<file path="src/shared/asc_pkg.sv">
// Constants, field layout and carrier types of the converter sequencer control block
package asc_pkg;

   // Word offsets on the register bus
   localparam logic [7:0] ASC_OFS_CTRL   = 8'h00;
   localparam logic [7:0] ASC_OFS_STAT2  = 8'h04;
   localparam logic [7:0] ASC_OFS_CHSEL  = 8'h08;
   localparam logic [7:0] ASC_OFS_RESULT = 8'h0C;
   localparam logic [7:0] ASC_OFS_DMACFG = 8'h10;
   localparam logic [7:0] ASC_OFS_CHDATA = 8'h80;

   // Bit positions in the control word (high byte and low byte)
   localparam int ASC_BIT_BUSY   = 15;
   localparam int ASC_BIT_INT    = 14;
   localparam int ASC_BIT_CONV_DONE_IRQ_ENABLE   = 13;
   localparam int ASC_BIT_PAUSE_FLAG   = 12;
   localparam int ASC_BIT_STS_HI = 11;
   localparam int ASC_BIT_STS_LO = 10;
   localparam int ASC_BIT_SOFT_START   = 9;
   localparam int ASC_BIT_RSVD   = 8;
   localparam int ASC_BIT_MD_HI  = 7;
   localparam int ASC_BIT_MD_LO  = 6;
   localparam int ASC_BIT_RES8   = 5;
   localparam int ASC_BIT_CHANNEL_READBACK_MODE  = 0;

   // Bit positions in the secondary status word
   localparam int ASC_BIT_SCANF  = 9;
   localparam int ASC_BIT_SCANIE = 8;

   // Bit positions in the start / end channel word and the DMA word
   localparam int ASC_BIT_STARTCH = 8;
   localparam int ASC_BIT_ENDCH   = 0;
   localparam int ASC_BIT_DMA_CONV = 0;
   localparam int ASC_BIT_DMA_SCAN = 1;

   // Operating mode codes
   localparam logic [1:0] ASC_MODE_SINGLE1 = 2'h0;
   localparam logic [1:0] ASC_MODE_SINGLE2 = 2'h1;
   localparam logic [1:0] ASC_MODE_CONT    = 2'h2;
   localparam logic [1:0] ASC_MODE_STOP    = 2'h3;

   // Values after reset
   localparam logic [1:0] ASC_RST_MODE  = 2'h0;
   localparam logic [1:0] ASC_RST_STS   = 2'h0;
   localparam logic [4:0] ASC_RST_CHAN  = 5'h00;
   localparam logic [9:0] ASC_RST_DATA  = 10'h000;
   localparam logic [1:0] ASC_RST_DMA   = 2'h0;

   // Sequencer states
   typedef enum logic [1:0] {ST_IDLE, ST_CONV, ST_HOLD, ST_WAIT} asc_state_e;

   // Request towards the analog converter
   typedef struct packed {
      logic       start;
      logic [4:0] chan;
      logic       eightBit;
   } asc_conv_req_s;

   // Answer from the analog converter
   typedef struct packed {
      logic       valid;
      logic [9:0] data;
   } asc_result_s;

endpackage

</file>
<file path="src/hw/asc_trig_detect.sv">
// Hardware activation detector: external pin falling edge and reload timer rising edge
`timescale 1ns/1ps
module asc_trig_detect (
   input  wire logic       ref_clk,
   input  wire logic       reset,
   input  wire logic       extTrigPin,
   input  wire logic       reloadTimer7Out,
   input  wire logic [1:0] startSource,
   output logic            hwActivation
);
   import asc_pkg::*;

   logic gatedExt;
   logic gatedTimer;
   logic extPrev_r;
   logic timerPrev_r;

   // Disabled sources look idle; enabling the pin while low gives an edge
   assign gatedExt   = extTrigPin | ~startSource[0];
   assign gatedTimer = reloadTimer7Out & startSource[1];

   // Previous levels for edge detection
   always_ff @(posedge ref_clk) begin
      if (reset) begin
         extPrev_r   <= 1'b1;
         timerPrev_r <= 1'b0;
      end else begin
         extPrev_r   <= gatedExt;
         timerPrev_r <= gatedTimer;
      end
   end

   // First edge from any enabled source activates
   assign hwActivation = (extPrev_r & ~gatedExt) | (~timerPrev_r & gatedTimer);
endmodule

</file>
<file path="src/hw/asc_chan_step.sv">
// Channel pointer stepping between start and end channel
`timescale 1ns/1ps
module asc_chan_step (
   input  wire logic [4:0] curChan,
   input  wire logic [4:0] startChan,
   input  wire logic [4:0] endChan,
   output logic [4:0]      nextChan,
   output logic            lastChan
);
   import asc_pkg::*;

   logic [4:0] plusOne;

   // Five-bit sum wraps from 31 to 0 when start exceeds end
   assign plusOne  = curChan + 5'h01;
   assign lastChan = (curChan == endChan);
   assign nextChan = lastChan ? startChan : plusOne;
endmodule

</file>
<file path="src/hw/asc_seq_ctrl.sv">
// Converter sequencer control and status with a classic Wishbone register slave
//
// The implementer's own choices: the Wishbone interface to the registers and the register offsets.
`timescale 1ns/1ps
//
// Function
// Secondary status bits 15:12 mirror busy, done flag, done enable, pause; read only.
// Secondary status bits 11 and 10 always read zero.
// Scan flag sets when the end channel result is stored.
// Continuous mode with scan enable raises scan interrupt or scan DMA request.
// Scan flag: cleared by DMA end or zero write, reads one in RMW.
// Protection guards common result, or channel results in continuous scan mode.
// Busy sets on activation, clears at single completion, else on zero write.
// Zero written to busy during conversion forces the sequence to stop.
// Software never stops and starts in one access; clears flags only when halted.
// Done flag sets on each common store; raises interrupt or DMA; DMA end clears.
// Store withheld and conversion halted while protected result unread.
// Continuous scan mode: pause when start channel ready and scan flag pending.
// Otherwise pause when any channel ready and done flag pending.
// Pause clears only by zero write or reset; not while DMA waits.
// Start source field adds external trigger and timer to software start.
// External trigger acts on falling edges, including when enabled while low.
// Timer activation comes from reload timer seven.
// Start bit one begins conversion; repeats restart only where mode allows.
// Software writes zero to the reserved control bit.
// Mode field: single with restart, single, continuous, stop; latter ignore reactivation.
// Single runs once, continuous repeats, stop waits per channel, forced stop restarts.
// Resolution bit one gives eight-bit results in the low byte.
// Channel number reads current pointer or latched previous channel; writes ignored.
// Readback mode bit is write only; reads return channel number bit zero.
// Start above end runs to channel 31, wraps to 0, ends at end.
module asc_seq_ctrl (
   input  wire logic                   ref_clk,
   input  wire logic                   reset,
   input  wire logic                   wb_cyc_i,
   input  wire logic                   wb_stb_i,
   input  wire logic                   wb_we_i,
   input  wire logic                   wb_lock_i,
   input  wire logic [7:0]             wb_adr_i,
   input  wire logic [3:0]             wb_sel_i,
   input  wire logic [31:0]            wb_dat_i,
   output logic [31:0]                 wb_dat_o,
   output logic                        wb_ack_o,
   input  wire logic                   extTrigPin,
   input  wire logic                   reloadTimer7Out,
   output asc_pkg::asc_conv_req_s      convReq,
   input  wire asc_pkg::asc_result_s   convResult,
   input  wire logic                   dmaConvDone,
   input  wire logic                   dmaScanDone,
   input  wire logic                   dmaPending,
   output logic                        convIrq,
   output logic                        convDmaReq,
   output logic                        scanIrq,
   output logic                        scanDmaReq
);
   import asc_pkg::*;

   // Bus access decoding: hit on a word offset with a given byte lane
   function automatic logic laneHit(input logic [7:0] adr, input logic [7:0] ofs,
                                    input logic [3:0] sel, input int lane);
      laneHit = (adr == ofs) && sel[lane];
   endfunction

   logic              ack_r;
   logic              wbReq;
   logic              wrEn;
   logic              rdEn;
   logic              wrCtrlLo;
   logic              wrCtrlHi;
   logic              wrStat2;
   logic              wrStartCh;
   logic              wrEndCh;
   logic              wrDma;

   logic              busy_r;
   logic              convFlag_r;
   logic              convIe_r;
   logic              pause_r;
   logic [1:0]        startSource_r;
   logic              rsvd_r;
   logic [1:0]        opMode_r;
   logic              res8_r;
   logic              achMode_r;
   logic              scanFlag_r;
   logic              scanIe_r;
   logic [1:0]        dmaCfg_r;
   logic [4:0]        startCh_r;
   logic [4:0]        endCh_r;
   logic [9:0]        result_r;
   logic [9:0]        chData_r [0:31];
   logic [4:0]        chPtr_r;
   logic [4:0]        chLatch_r;
   logic              launch_r;
   asc_state_e        state_r;

   asc_state_e        state_nxt;
   logic [4:0]        chPtr_nxt;
   logic              launch_nxt;
   asc_state_e        advState;
   logic [4:0]        advPtr;
   logic              advLaunch;

   logic              softStart;
   logic              busyClr;
   logic              hwActivation;
   logic              activation;
   logic              single1;
   logic              singleAny;
   logic              contMode;
   logic              protectChan;
   logic              blocked;
   logic              restart;
   logic              storeNow;
   logic              holdNow;
   logic [4:0]        stepNext;
   logic              stepLast;
   logic [9:0]        storeVal;
   logic [4:0]        achShown;
   logic              rmwRead;
   logic [15:0]       ctrlWord;
   logic [15:0]       stat2Word;

   // Wishbone classic slave: one wait state, ack for one cycle
   assign wbReq    = wb_cyc_i & wb_stb_i & ~ack_r;
   assign wrEn     = wbReq & wb_we_i;
   assign rdEn     = wbReq & ~wb_we_i;
   assign wb_ack_o = ack_r;

   always_ff @(posedge ref_clk) begin
      if (reset) begin
         ack_r <= 1'b0;
      end else begin
         ack_r <= wbReq;
      end
   end

   // Write strobes per byte lane
   assign wrCtrlLo  = wrEn & laneHit(wb_adr_i, ASC_OFS_CTRL, wb_sel_i, 0);
   assign wrCtrlHi  = wrEn & laneHit(wb_adr_i, ASC_OFS_CTRL, wb_sel_i, 1);
   assign wrStat2   = wrEn & laneHit(wb_adr_i, ASC_OFS_STAT2, wb_sel_i, 1);
   assign wrStartCh = wrEn & laneHit(wb_adr_i, ASC_OFS_CHSEL, wb_sel_i, 1);
   assign wrEndCh   = wrEn & laneHit(wb_adr_i, ASC_OFS_CHSEL, wb_sel_i, 0);
   assign wrDma     = wrEn & laneHit(wb_adr_i, ASC_OFS_DMACFG, wb_sel_i, 0);

   // Activation sources and mode decode
   assign softStart   = wrCtrlHi & wb_dat_i[ASC_BIT_SOFT_START];
   assign busyClr     = wrCtrlHi & ~wb_dat_i[ASC_BIT_BUSY];
   assign activation  = softStart | hwActivation;
   assign single1     = (opMode_r == ASC_MODE_SINGLE1);
   assign singleAny   = single1 | (opMode_r == ASC_MODE_SINGLE2);
   assign contMode    = (opMode_r == ASC_MODE_CONT);
   assign protectChan = contMode & scanIe_r;

   asc_trig_detect u_trig (
      .ref_clk         (ref_clk),
      .reset           (reset),
      .extTrigPin      (extTrigPin),
      .reloadTimer7Out (reloadTimer7Out),
      .startSource     (startSource_r),
      .hwActivation    (hwActivation)
   );

   asc_chan_step u_step (
      .curChan   (chPtr_r),
      .startChan (startCh_r),
      .endChan   (endCh_r),
      .nextChan  (stepNext),
      .lastChan  (stepLast)
   );

   // Protection: which pending request blocks the store
   assign blocked  = protectChan ? ((chPtr_r == startCh_r) & scanFlag_r)
                                 : convFlag_r;
   assign restart  = (state_r == ST_CONV) & single1 & activation;
   assign storeNow = (((state_r == ST_CONV) & convResult.valid & ~restart)
                     | (state_r == ST_HOLD)) & ~blocked & ~busyClr;
   assign holdNow  = (state_r == ST_CONV) & convResult.valid & ~restart
                     & blocked & ~busyClr;
   assign storeVal = res8_r ? {2'h0, convResult.data[9:2]} : convResult.data;

   // Where the sequence goes after a stored result
   always_comb begin
      advState  = ST_CONV;
      advPtr    = stepNext;
      advLaunch = 1'b1;
      if (singleAny && stepLast) begin
         advState  = ST_IDLE;
         advPtr    = chPtr_r;
         advLaunch = 1'b0;
      end else if (opMode_r == ASC_MODE_STOP) begin
         advState  = ST_WAIT;
         advLaunch = 1'b0;
      end
   end

   // Sequencer next state
   always_comb begin
      state_nxt  = state_r;
      chPtr_nxt  = chPtr_r;
      launch_nxt = 1'b0;
      case (state_r)
         ST_IDLE: begin
            if (activation) begin
               state_nxt  = ST_CONV;
               chPtr_nxt  = startCh_r;
               launch_nxt = 1'b1;
            end
         end
         ST_CONV: begin
            if (restart) begin
               chPtr_nxt  = startCh_r;
               launch_nxt = 1'b1;
            end else if (convResult.valid && blocked) begin
               state_nxt = ST_HOLD;
            end else if (convResult.valid) begin
               state_nxt  = advState;
               chPtr_nxt  = advPtr;
               launch_nxt = advLaunch;
            end
         end
         ST_HOLD: begin
            if (!blocked) begin
               state_nxt  = advState;
               chPtr_nxt  = advPtr;
               launch_nxt = advLaunch;
            end
         end
         ST_WAIT: begin
            if (activation) begin
               state_nxt  = ST_CONV;
               launch_nxt = 1'b1;
            end
         end
         default: begin
            state_nxt = ST_IDLE;
         end
      endcase
      if (busyClr) begin
         state_nxt  = ST_IDLE;
         launch_nxt = 1'b0;
      end
   end

   // Sequencer registers; busy follows the sequence state
   always_ff @(posedge ref_clk) begin
      if (reset) begin
         state_r  <= ST_IDLE;
         chPtr_r  <= ASC_RST_CHAN;
         launch_r <= 1'b0;
         busy_r   <= 1'b0;
      end else begin
         state_r  <= state_nxt;
         chPtr_r  <= chPtr_nxt;
         launch_r <= launch_nxt;
         busy_r   <= (state_nxt != ST_IDLE);
      end
   end

   assign convReq = '{start: launch_r, chan: chPtr_r, eightBit: res8_r};

   // Control fields written by software
   always_ff @(posedge ref_clk) begin
      if (reset) begin
         convIe_r      <= 1'b0;
         startSource_r <= ASC_RST_STS;
         rsvd_r        <= 1'b0;
         opMode_r      <= ASC_RST_MODE;
         res8_r        <= 1'b0;
         achMode_r     <= 1'b0;
         scanIe_r      <= 1'b0;
         dmaCfg_r      <= ASC_RST_DMA;
         startCh_r     <= ASC_RST_CHAN;
         endCh_r       <= ASC_RST_CHAN;
      end else begin
         if (wrCtrlHi) begin
            convIe_r      <= wb_dat_i[ASC_BIT_CONV_DONE_IRQ_ENABLE];
            startSource_r <= wb_dat_i[ASC_BIT_STS_HI:ASC_BIT_STS_LO];
            rsvd_r        <= wb_dat_i[ASC_BIT_RSVD];
         end
         if (wrCtrlLo) begin
            opMode_r  <= wb_dat_i[ASC_BIT_MD_HI:ASC_BIT_MD_LO];
            res8_r    <= wb_dat_i[ASC_BIT_RES8];
            achMode_r <= wb_dat_i[ASC_BIT_CHANNEL_READBACK_MODE];
         end
         if (wrStat2) begin
            scanIe_r <= wb_dat_i[ASC_BIT_SCANIE];
         end
         if (wrStartCh) begin
            startCh_r <= wb_dat_i[ASC_BIT_STARTCH +: 5];
         end
         if (wrEndCh) begin
            endCh_r <= wb_dat_i[ASC_BIT_ENDCH +: 5];
         end
         if (wrDma) begin
            dmaCfg_r <= wb_dat_i[1:0];
         end
      end
   end

   // Event flags: a set in the same cycle as a clear wins
   always_ff @(posedge ref_clk) begin
      if (reset) begin
         convFlag_r <= 1'b0;
         scanFlag_r <= 1'b0;
         pause_r    <= 1'b0;
      end else begin
         if (storeNow) begin
            convFlag_r <= 1'b1;
         end else if (dmaConvDone || (wrCtrlHi && !wb_dat_i[ASC_BIT_INT])) begin
            convFlag_r <= 1'b0;
         end
         if (storeNow && stepLast) begin
            scanFlag_r <= 1'b1;
         end else if (dmaScanDone || (wrStat2 && !wb_dat_i[ASC_BIT_SCANF])) begin
            scanFlag_r <= 1'b0;
         end
         if (holdNow) begin
            pause_r <= 1'b1;
         end else if (wrCtrlHi && !wb_dat_i[ASC_BIT_PAUSE_FLAG] && !dmaPending) begin
            pause_r <= 1'b0;
         end
      end
   end

   // Result storage and channel latch
   always_ff @(posedge ref_clk) begin
      if (reset) begin
         result_r  <= ASC_RST_DATA;
         chLatch_r <= ASC_RST_CHAN;
      end else if (storeNow) begin
         result_r  <= storeVal;
         chLatch_r <= chPtr_r;
      end
   end

   // Per-channel result registers
   for (genvar ch = 0; ch < 32; ch++) begin : g_chdata
      always_ff @(posedge ref_clk) begin
         if (reset) begin
            chData_r[ch] <= ASC_RST_DATA;
         end else if (storeNow && (chPtr_r == 5'(ch))) begin
            chData_r[ch] <= storeVal;
         end
      end
   end

   // Request outputs steered by DMA activation
   assign convIrq    = convFlag_r & convIe_r & ~dmaCfg_r[ASC_BIT_DMA_CONV];
   assign convDmaReq = convFlag_r & convIe_r & dmaCfg_r[ASC_BIT_DMA_CONV];
   assign scanIrq    = scanFlag_r & scanIe_r & contMode
                       & ~dmaCfg_r[ASC_BIT_DMA_SCAN];
   assign scanDmaReq = scanFlag_r & scanIe_r & contMode
                       & dmaCfg_r[ASC_BIT_DMA_SCAN];

   // Read views; locked reads count as read-modify-write
   assign rmwRead   = wb_lock_i;
   assign achShown  = achMode_r ? chLatch_r : chPtr_r;
   assign ctrlWord  = {busy_r | rmwRead, convFlag_r, convIe_r, pause_r, startSource_r,
                       1'b0, rsvd_r, opMode_r, res8_r, achShown};
   assign stat2Word = {ctrlWord[15:12], 2'h0,
                       scanFlag_r | rmwRead, scanIe_r, 8'h00};

   // Read data register; unmapped words read zero
   always_ff @(posedge ref_clk) begin
      if (reset) begin
         wb_dat_o <= 32'h0000_0000;
      end else if (rdEn) begin
         case (wb_adr_i)
            ASC_OFS_CTRL:   wb_dat_o <= {16'h0000, ctrlWord};
            ASC_OFS_STAT2:  wb_dat_o <= {16'h0000, stat2Word};
            ASC_OFS_CHSEL:  wb_dat_o <= {16'h0000, 3'h0, startCh_r, 3'h0, endCh_r};
            ASC_OFS_RESULT: wb_dat_o <= {22'h00_0000, result_r};
            ASC_OFS_DMACFG: wb_dat_o <= {30'h0000_0000, dmaCfg_r};
            default: begin
               if (wb_adr_i[7] && (wb_adr_i[1:0] == 2'h0)) begin
                  wb_dat_o <= {22'h00_0000, chData_r[wb_adr_i[6:2]]};
               end else begin
                  wb_dat_o <= 32'h0000_0000;
               end
            end
         endcase
      end
   end
endmodule

</file>
<file path="config.mk">
export PLATFORM = sky130hd
export DESIGN_NAME = asc_seq_ctrl
export DESIGN_NICKNAME = d
export VERILOG_FILES = /design/src/shared/asc_pkg.sv /design/src/hw/asc_trig_detect.sv /design/src/hw/asc_chan_step.sv /design/src/hw/asc_seq_ctrl.sv
export SDC_FILE = /design/constraint.sdc
export NUM_CORES = 1
export LEC_CHECK = 0
export BUFFER_PORTS_ARGS = -buffer_cell sky130_fd_sc_hd__buf_2
export CORE_MARGIN = 2
export CORE_UTILIZATION = 61
export CTS_CLUSTER_DIAMETER = 100
export DETAILED_ROUTE_END_ITERATION = 8
export PLACE_DENSITY_LB_ADDON = 0.2
export REMOVE_ABC_BUFFERS = 1
export SETUP_SLACK_MARGIN = 0.15
export SLEW_MARGIN = 20
export SYNTH_ARGS = -nofsm -noshare
export SYNTH_HDL_FRONTEND = slang
export SYNTH_SLANG_ARGS = --single-unit
</file>
<file path="constraint.sdc">
create_clock -name ref_clk -period 3.7 [get_ports ref_clk]
set_input_delay 0.74 -clock ref_clk [delete_from_list [all_inputs] [get_ports ref_clk]]
set_output_delay 0.74 -clock ref_clk [all_outputs]
set_load 0.1 [all_outputs]
</file>
==> impl_results.md, run 1 <==
- Synth area leader: edfxtp_1
- Final net count: 1493
- Min Tclk post-route: approximately 2.9 ns
- Drc violations: 0
- FF/Latch Area: 11000 um^2
- Row count: 62
- Max-slew violation count: 0
- DRT iter0 DRCs: about 1500
- Main combinational cell family by area after synthesis: multiplexers
- Area delta synth->final: 10.1%
- Multiplexer share of the synthesized area: 15.5%
- Post-synth ARST share: 0%
- Reg2Reg Capture Point: chData_r[27][8]$_SDFFCE_PN0P_
- CTS Sinks: 387
- Vias: 11600
- Synthesized area: between 15000 and 20000 um^2
- Max cap viols: 0
- Clock slew at reported path FFs: 0.06 ns
- Die Width: around 180 um
- Crit. End Element: flip-flop
- # H-tree levels: 2
- Top cell type's share of synthesized area: 53.6%
- Worst slew pin tran: ~1.1 ns
- Die Area: 30800 um^2
- Hold Vio Cnt, Final: 0
- Worst EP arrival: roughly 3.2 ns
- Initial antenna violation count: 0
- Slew headroom: between 20% and 30%
- Max Buffers Root-to-Sink: 3
- FF+latch count, synth: 387
- Post-Route Skew: between 0.007 and 0.008 ns
- XOR/XNOR share of the synthesized area: less than 1%
- R2R Path Start: chPtr_r[3]$_SDFFE_PP0P_
- Via density: 6.33
- Cts repair resizes: 0
- Avg Synthesized Cell Area: 13.2 um^2
- Setup crit end: chData_r[27][8]$_SDFFCE_PN0P_
- # setup viols final: 0
- Req. time, crit path: 4.04 ns
- Global-route wire length before repair: 69700 um
- Design Area, Final: 19800 um^2
- Top post-synthesis cells by area: edfxtp_1, mux4_2, nor2_1, dfxtp_1, mux2i_1
- Fillers: approximately 2000
- Max IR drop VDD: slightly above 0.4 mV
- First-pass iteration count of the detailed router: 6
- Number of antenna cells inserted: 0
- CP startpoint: chPtr_r[3]$_SDFFE_PP0P_
- Synth Area in Adders: 0.697%
- Reg2reg setup slack: 0.85 ns
- Yosys warns: 0
- Power density cells: 522 nW/um^2
- Post-synthesis compound-gate area fraction: roughly 5.2%
- Leak pwr: 6.91 nW
- R2R depth: 4
- Die H: 175 um
- Top achievable clock speed: 0.350 GHz
- Most common cell in the netlist: nor2_1
- # port buffers: 75
- GRT Util Overall: 30.5%
- Final Wtd Congestion: 0.891
- Post-DP HPWL: 29000 um
- Root Buffer: clkbuf_16
- Largest net degree at the start of global routing: 85
- CTS tree: yes
- Post-Syn Instances: 1362
- I/O pins: 110
- Crit path kind: flip-flop to flip-flop
- Ratio of cells with drive above 1 in the final layout: 21.4%
- Postcts setup bufs: 0
- Critical path startpoint category: flip-flop
- Yosys cell types: 63
- Post-synth EDFFs: 320
- Multi-input gate area: 6290 um^2
- DP Area: 18600 um^2
- Tcrit/Tclk final: 77.2%
- Finished Core Util: 68.5%
- Routed WL: 45900 um
- Finished Layout Cells: 1830
- Simple-gate area share of the yosys netlist: 12.8%
- Starting Density: 62.2%
- Sequential area share after synthesis: 61.0%
- Wire per inst: between 20 and 30 um
- Status: completed
- Commonest cells in the netlist: nor2_1, edfxtp_1, mux4_2
- Gr ovfl total: 0
- Post-CTS Hold Buffers: 0
- Clk_lat worst skew: 0.52 ns
- Crit path max fanout: 12
- Tightest Hold Check Type: primary input to flip-flop
- RSZ-0062 raised after global routing: false
- Core ar.: 28900 um^2
- Placed insts: about 1800
- Vias in the first global route: about 12000
- Total CTS buffers: 40
- Ys flop type: edfxtp_1
- Post-route ant nets: 0
## critical path: stages, from the launching register on
cell     delay, ns
dfxtp_1       0.71
inv_1         0.29
nor2_1        0.70
nand3_1       0.64
nor2_1        0.32
## sequential cells by signal, indices dropped and copies added, names as in the netlist, 2 cells and up
signal / flops
chData_r: 320
startCh_r: 5
wb_dat_o: 16
result_r: 10
dmaCfg_r: 2
opMode_r: 2
startSource_r: 2
chLatch_r: 5
state_r: 2
chPtr_r: 5
endCh_r: 5
## worst min path at each step
| stage | startpoint | endpoint | cells past startpoint |
|---|---|---|---|
| 3_5_place_dp | wb_dat_o[15]$_SDFFE_PP0P_ | wb_dat_o[15]$_SDFFE_PP0P_ | 2 |
| 2_1_floorplan | chLatch_r[2]$_SDFFE_PP0N_ | chLatch_r[2]$_SDFFE_PP0N_ | 2 |
| 5_1_grt | extTrigPin | u_trig.extPrev_r$_SDFF_PP1_ | 3 |
| 3_3_place_gp | wb_dat_o[15]$_SDFFE_PP0P_ | wb_dat_o[15]$_SDFFE_PP0P_ | 2 |
| 4_1_cts | extTrigPin | u_trig.extPrev_r$_SDFF_PP1_ | 3 |
| 6_report | extTrigPin | u_trig.extPrev_r$_SDFF_PP1_ | 3 |
## final cells by class
cell class                 count  area share (%)
sequential                   387            55.4
clock buffer                  50            5.46
tap                          384            2.43
multi-input combinational    856            31.9
timing repair buffer         120            3.98
clock inverter                21           0.614
inverter                      12           0.228
## through the flow
stage	hold WS [ns]	setup TNS, ns	setup slack, ns	total power, mW
CTS	0.428	0	0.915	10.3
global route	0.437	0	0.750	10.6
finish	0.435	0	0.845	10.3
detailed placement	0.445	0	0.544	6.63
floorplan	0.427	-300.47	-0.892	5.98
global placement	0.437	0	0.583	6.59
## where the power goes
| group | switching [mW] | internal (mW) |
|---|---|---|
| clock | 1.61 | 2.13 |
| sequential | 0.0858 | 4.89 |
| combinational | 1.14 | 0.455 |
| total | 2.84 | 7.47 |
## kinds of logic after synthesis
group           count (synthesis)
mux                           152
simple gates                  532
compound gates                135
buf+inv                       134
fa+ha+maj                      10
other cells                     1
xor+xnor                       11
flops                         387
## cell usage in the layout (no fill, tap or decap), drive strengths merged, types with 5 or more instances in the layout
| cell type | instances |
|---|---|
| a21oi | 38 |
| mux2i | 41 |
| xnor2 | 11 |
| nand3 | 35 |
| buf | 120 |
| o22ai | 12 |
| o21ai | 14 |
| dfxtp | 67 |
| nor4 | 5 |
| ha | 10 |
| a21o | 5 |
| and3 | 8 |
| conb | 16 |
| edfxtp | 320 |
| inv | 12 |
| nand2b | 6 |
| nor2 | 373 |
| clkinv | 20 |
| o21bai | 24 |
| a22oi | 5 |
| a31oi | 5 |
| and2 | 5 |
| clkbuf | 50 |
| nor3 | 10 |
| nor2b | 5 |
| nand2 | 68 |
| mux2 | 11 |
| mux4 | 100 |
## per-layer routing
metal / vias to the layer above / global-route usage (%) / part of all wire (%)
li1: 5075 / - / -
met1: 5809 / 41.5 / 38
met2: 604 / 49.6 / 48
met3: 102 / 5.63 / 9.3
met4: 0 / 11.8 / 4.3
met5: - / 0 / 0
Power figures use the tool's default switching activity.
==> inputs of run 2 (changes only) <==
- ABC_AREA: not set -> 1
- CORE_UTILIZATION: 61 -> 55
- clock period: 3.7 -> 2.6 ns (I/O delays scaled with it)
==> run 2 against run 1 <==
Net effect:
- area after synthesis grew 3.7%
- power up 60%
- via count is 28% higher
- flip-flop and latch count did not move
- core utilization shrank 4.0 points
- largest cell class unchanged
==> impl_results.md, run 2 <==
- Status: completed
- Combinational Power Share: roughly 22%
- Yosys cell types: 41
- Post-Syn Instances: 2027
- Post-DP HPWL: 35300 um
- Max cap viols: 0
- Tcrit/Tclk final: 88.4%
- Psw: 5.16 mW
- First-pass iteration count of the detailed router: 6
- Post-CTS Hold Buffers: 0
- Sequential area share after synthesis: 58.8%
- Number of antenna cells inserted: 0
- Top post-synthesis cells by area: edfxtp_1, nand2_1, nor2_1, dfxtp_1, nand3_4
- RSZ-0062 raised after global routing: false
- CTS Sinks: 387
- Commonest cells in the netlist: nand2_1, nor2_1, edfxtp_1
- Slew headroom: 31.0%
- Post-Route Skew: 0.0256 ns
- Worst slew pin tran: 1.03 ns
- Wire per inst: between 15 and 20 um
- Clk_lat worst skew: 0.55 ns
- Crit path kind: flip-flop to output pin
- Crit path max fanout: 8
- Hold Vio Cnt, Final: 0
- Row count: 67
- Post-synth ARST share: 0%
- Vias: approximately 15000
- Core ar.: 33400 um^2
- Ys flop type: edfxtp_1
- Most flop-heavy register: chData_r
- Routed WL: 51400 um
- Most common cell in the netlist: nand2_1
- Area delta synth->final: 15.9%
- # H-tree levels: 2
- Post-route ant nets: 0
- Yosys warns: 0
- Regs by FF count: chData_r x320, wb_dat_o x16, result_r x10
- Final TNS setup: 0 ns
- FF+latch count, synth: 387
- Register share of total power: ~44%
- Req. time, crit path: 2.08 ns
- Global-route wire length before repair: roughly 79000 um
- Max-slew violation count: 0
- Starting Density: 55.6%
- Vias in the first global route: 14100
- DRT iter0 DRCs: 1727
- Most frequent cells in the layout: nand2_1, nor2_1, edfxtp_1
- GRT Util Overall: 29.2%
- Via density: between 5 and 6
- # port buffers: 75
- Final Wtd Congestion: ~0.96
- Placed insts: 2553
- Drc violations: 0
- Gr ovfl total: 0
- Post-synth EDFFs: 320
- Tightest Hold Check Type: primary input to flip-flop
- Die Width: 188 um
- Max Buffers Root-to-Sink: 3
- Power density cells: around 760 nW/um^2
- Max IR drop VDD: 0.824 mV
- Sw Share: 31.3%
- Leak pwr: 8.55 nW
- Avg Synthesized Cell Area: a little over 9 um^2
- Critical path startpoint category: flip-flop
- Max FFs per register: 320
- Ratio of cells with drive above 1 in the final layout: ~16%
- Die H: 188 um
- Die Area: 35300 um^2
- Postcts setup bufs: 0
- Root Buffer: clkbuf_16
- Initial antenna violation count: 0
- Hold_ws: 0.176 ns
- Top cell type's share of synthesized area: 51.6%
- Clock slew at reported path FFs: 0.06 ns
- # setup viols final: 0
- Most common cell after layout, fill and taps aside: nand2_1
- Worst EP arrival: ~1.8 ns
- Tot Pwr: 16.5 mW
- Largest net degree at the start of global routing: 82
- Finished Layout Cells: 2627
- Synth area leader: edfxtp_1
- I/O pins: 110
- Top achievable clock speed: 0.435 GHz
- Clock network power share: 33.6%
- Synthesized area: 18600 um^2
- CTS tree: yes
- Total CTS buffers: approximately 40
- Final net count: 2226
- Crit. End Element: output pin
- Int Pwr: 11.3 mW
- Min Tclk post-route: between 2 and 2.5 ns
run 2: changes by cell type in the layout (fill, tap and decap cells not counted), moves of 62 or more:
cell     change
nand2_1    +426
nand4_1     +70
o21ai_0     +62
nor2_1      +79
mux4_2     -100
inv_1      +104
run 2: logic make-up after synthesis:
family / synth area share, %
AOI/OAI and AO/OA: 5.69
xor gates and xnor gates: 0.235
adders and majority gates: 0.672
buffers and inverters: 5.82
DFF: 58.8
other: 0.0202
and+or+nand+nor: 28.7
run 2: timing repair:
item / 4_1_cts / 5_1_grt
endpoints found under the setup margin: 0 / 92
hold endpoints to repair: 0 / 0
resized for setup: 0 / 16
run 2: area by class of cell:
class / instances / area (um^2)
fill: 2714 / 11900
sequential: 387 / 11000
multi-input combinational: 1407 / 6750
timing repair buffer: 189 / 1580
clock buffer: 62 / 1160
tap: 448 / 561
inverter: 124 / 475
clock inverter: 10 / 100
run 2: critical path, stage by stage, from the launching register on:
cell	delay, ns
dfxtp_1	0.37
inv_4	0.08
nor2_2	0.10
nand2_1	0.13
nor2_1	0.12
buf_2	0.43
run 2: routing by layer:
metal	GRT usage, %	wire (um)	up-vias
met5	0	0	-
met3	5.17	4900	125
li1	-	-	6937
met4	9.72	1730	0
met2	47.8	24200	746
met1	39.5	20600	6983
run 2: through the flow:
stage	utilization [%]	setup WS, ns	area, um^2
after floorplan	-	-2.29	18100
after global placement	60.7	-0.156	20300
after detailed placement	60.7	-0.198	20300
after CTS	64.4	0.200	21500
after global routing	64.5	0.164	21600
final	64.5	0.301	21600
run 2: path summary, 6_finish.rpt:
check / start / endpoint / slack, ns / cells after the start
worst min-delay path: extTrigPin / u_trig.extPrev_r$_SDFF_PP1_ / 0.18 / 3
worst max-delay path: opMode_r[1]$_SDFFE_PP0P_ / scanIrq / 0.30 / 5
worst min register to register: startSource_r[0]$_SDFFE_PP0N_ / u_trig.extPrev_r$_SDFF_PP1_ / 0.42 / 1
worst max register to register: wb_ack_o$_SDFF_PP0_ / chData_r[26][5]$_SDFFCE_PN0P_ / 0.32 / 14
run 2: power by group through the flow:
| stage | Sequential, mW | Combinational [mW] | Clock, mW |
|---|---|---|---|
| 4_1_cts | 7.23 | 3.63 | 5.56 |
| 2_1_floorplan | 7.66 | 1.90 | 0 |
| 6_report | 7.24 | 3.69 | 5.54 |
| 5_1_grt | 7.28 | 3.98 | 5.81 |
| 3_3_place_gp | 7.35 | 3.57 | 0 |
| 3_5_place_dp | 7.36 | 3.61 | 0 |
==> inputs of run 3 (changes only) <==
- clock period: 2.6 -> 1.9 ns (I/O delays scaled with it)
==> run 3 against run 2 <==
Net effect:
- design area rose by 8.5%
- clock-buffer cell count is 14 lower
- die area is the same
- core utilization grew 5.5 points
- critical path depth increased by 6
- power grew 47%
- sequential share of layout area decreased by 4.0 points
- non-clock buffer count up 140
- the flow now finishes with violations (negative setup slack)
- worst setup slack worse by 0.57 ns
- routed wire length rose by 14%
- flip-flop and latch count is the same
- first-iteration DRC count rose by 24%
==> impl_results.md, run 3 (same netlist as run 2, synthesis figures left out) <==
- Status: complete, but fails checks
- Violated checks: negative setup slack
- Crit path kind: flip-flop to flip-flop
- Post-CTS Hold Buffers: 0
- Die Area: 35300 um^2
- Worst EP arrival: ~2.4 ns
- Regs by FF count: chData_r x320, wb_dat_o x16, result_r x10
- CTS Sinks: 387
- Die H: 188 um
- Tightest Hold Check Type: primary input to flip-flop
- Max cap viols: 0
- Reg2reg setup slack: -0.27 ns
- Max FFs per register: 320
- Crit. End Element: flip-flop
- Min Tclk post-route: 2.17 ns
- Worst slew pin tran: 0.853 ns
- DP Area: 21300 um^2
- Final Wtd Congestion: about 0.95
- HP Start: wb_dat_i[4]
- First-pass iteration count of the detailed router: 6
- WHS Endpoint: endCh_r[4]$_SDFFE_PP0P_
- Core ar.: between 30000 and 40000 um^2
- CTS tree: yes
- Hold Path Depth: 3
- Most flop-heavy register: chData_r
- # port buffers: 75
- Ratio of cells with drive above 1 in the final layout: 23.4%
- Gr ovfl total: 0
- Top achievable clock speed: around 0.46 GHz
- Final net count: 2375
- Fillers: between 2000 and 2500
- Most frequent cells in the layout: nand2_1, nor2_1, edfxtp_1
- Req. time, crit path: 2.15 ns
- DRT iter0 DRCs: roughly 2100
- R2R depth: 11
- GRT Util Overall: between 30 and 40%
- Critical path startpoint category: flip-flop
- Reg2Reg Capture Point: chData_r[0][7]$_SDFFCE_PN0P_
- Largest net degree at the start of global routing: 52
- Finished Core Util: 70.0%
- Via density: about 5.8
- Initial antenna violation count: 1
- Max Buffers Root-to-Sink: 3
- Global-route wire length before repair: around 87000 um
- Finished Layout Cells: 2779
- Vias in the first global route: 15100
- Starting Density: 55.6%
- Most common cell after layout, fill and taps aside: nand2_1
- Area delta synth->final: 25.8%
- Hold Vio Cnt, Final: 0
- Post-DP HPWL: 39500 um
- Die Width: between 150 and 200 um
- Power density cells: 1040 nW/um^2
- Design Area, Final: 23400 um^2
- I/O pins: 110
- Tcrit/Tclk final: 114%
- # H-tree levels: 2
- Clk_lat worst skew: 0.54 ns
- R2R Path Start: wb_ack_o$_SDFF_PP0_
- # setup viols final: roughly 650
- Slew headroom: between 40% and 50%
- Place WS: -0.703 ns
- Hold_ws: 0.0615 ns
- Number of antenna cells inserted: 0
- Post-route ant nets: 0
- Max IR drop VDD: 1.07 mV
- Final TNS setup: -93.28 ns
- RSZ-0062 raised after global routing: true
- Placed insts: roughly 2700
- Drc violations: 0
- Row count: 67
- Tot Pwr: approximately 24 mW
- Clock slew at reported path FFs: 0.06 ns
- Routed WL: a little under 60000 um
- Vias: 16100
- Total CTS buffers: 40
- Setup slack after layout: -0.269 ns
- Root Buffer: clkbuf_16
- Wire per inst: 21.2 um
- Crit path max fanout: 8
- Post-Route Skew: 0.0158 ns
- Max-slew violation count: 0
- Leak pwr: 9.44 nW
-- run 3: power by group --
part / internal (mW) / switching [mW] / total (mW)
registers: 9.67 / 0.228 / 9.90
clock network: 4.82 / 3.39 / 8.21
logic: 2.02 / 4.13 / 6.15
total: 16.5 / 7.75 / 24.3
-- run 3: what timing repair did --
item                       CTS  global route
gates resized for setup     45           116
setup endpoints to repair  693           704
gates cloned                 4            20
pin swaps                    4             4
buffers inserted             2             7
-- run 3: how the worst max path moves through the flow --
stage | startpoint | endpoint | slack [ns] | cells after the start
CTS | opMode_r[1]$_SDFFE_PP0P_ | scanIrq | -0.22 | 6
finish | wb_ack_o$_SDFF_PP0_ | chData_r[0][7]$_SDFFCE_PN0P_ | -0.27 | 11
global placement | wb_adr_i[4] | chData_r[20][6]$_SDFFCE_PN0P_ | -0.67 | 13
floorplan | reset | chData_r[0][0]$_SDFFCE_PN0P_ | -2.85 | 2
global route | wb_ack_o$_SDFF_PP0_ | chData_r[0][3]$_SDFFCE_PN0P_ | -0.31 | 11
detailed placement | wb_adr_i[4] | chData_r[19][3]$_SDFFCE_PN0P_ | -0.70 | 13
-- run 3: layout make-up --
cell class	count	area (um^2)	area share, %
well taps	448	561	2.39
inverters	124	487	2.08
clock inverters	26	285	1.22
flip-flops and latches	387	11000	46.8
repair buffers	329	2940	12.5
clock buffers	48	1060	4.54
multi-input cells	1417	7130	30.4
-- run 3: routing by layer --
layer | global-route usage (%) | share of wire, % | vias to the layer above
li1 | - | - | 7286
met1 | 45.3 | 39 | 7602
met2 | 52.0 | 47 | 1023
met3 | 4.68 | 11 | 161
met4 | 11.3 | 3.7 | 2
met5 | 0 | 0.022 | -
-- run 3: critical path, cell delays in order, from the launching register on --
cell and delay [ns]:
dfxtp_2 0.33, inv_2 0.03, nand4_1 0.17, nor2_4 0.08, buf_6 0.13, nand2_4 0.06, inv_4 0.04, a21oi_4 0.25
nand3_4 0.16, clkbuf_16 0.22, o21ai_2 0.21, buf_4 0.19
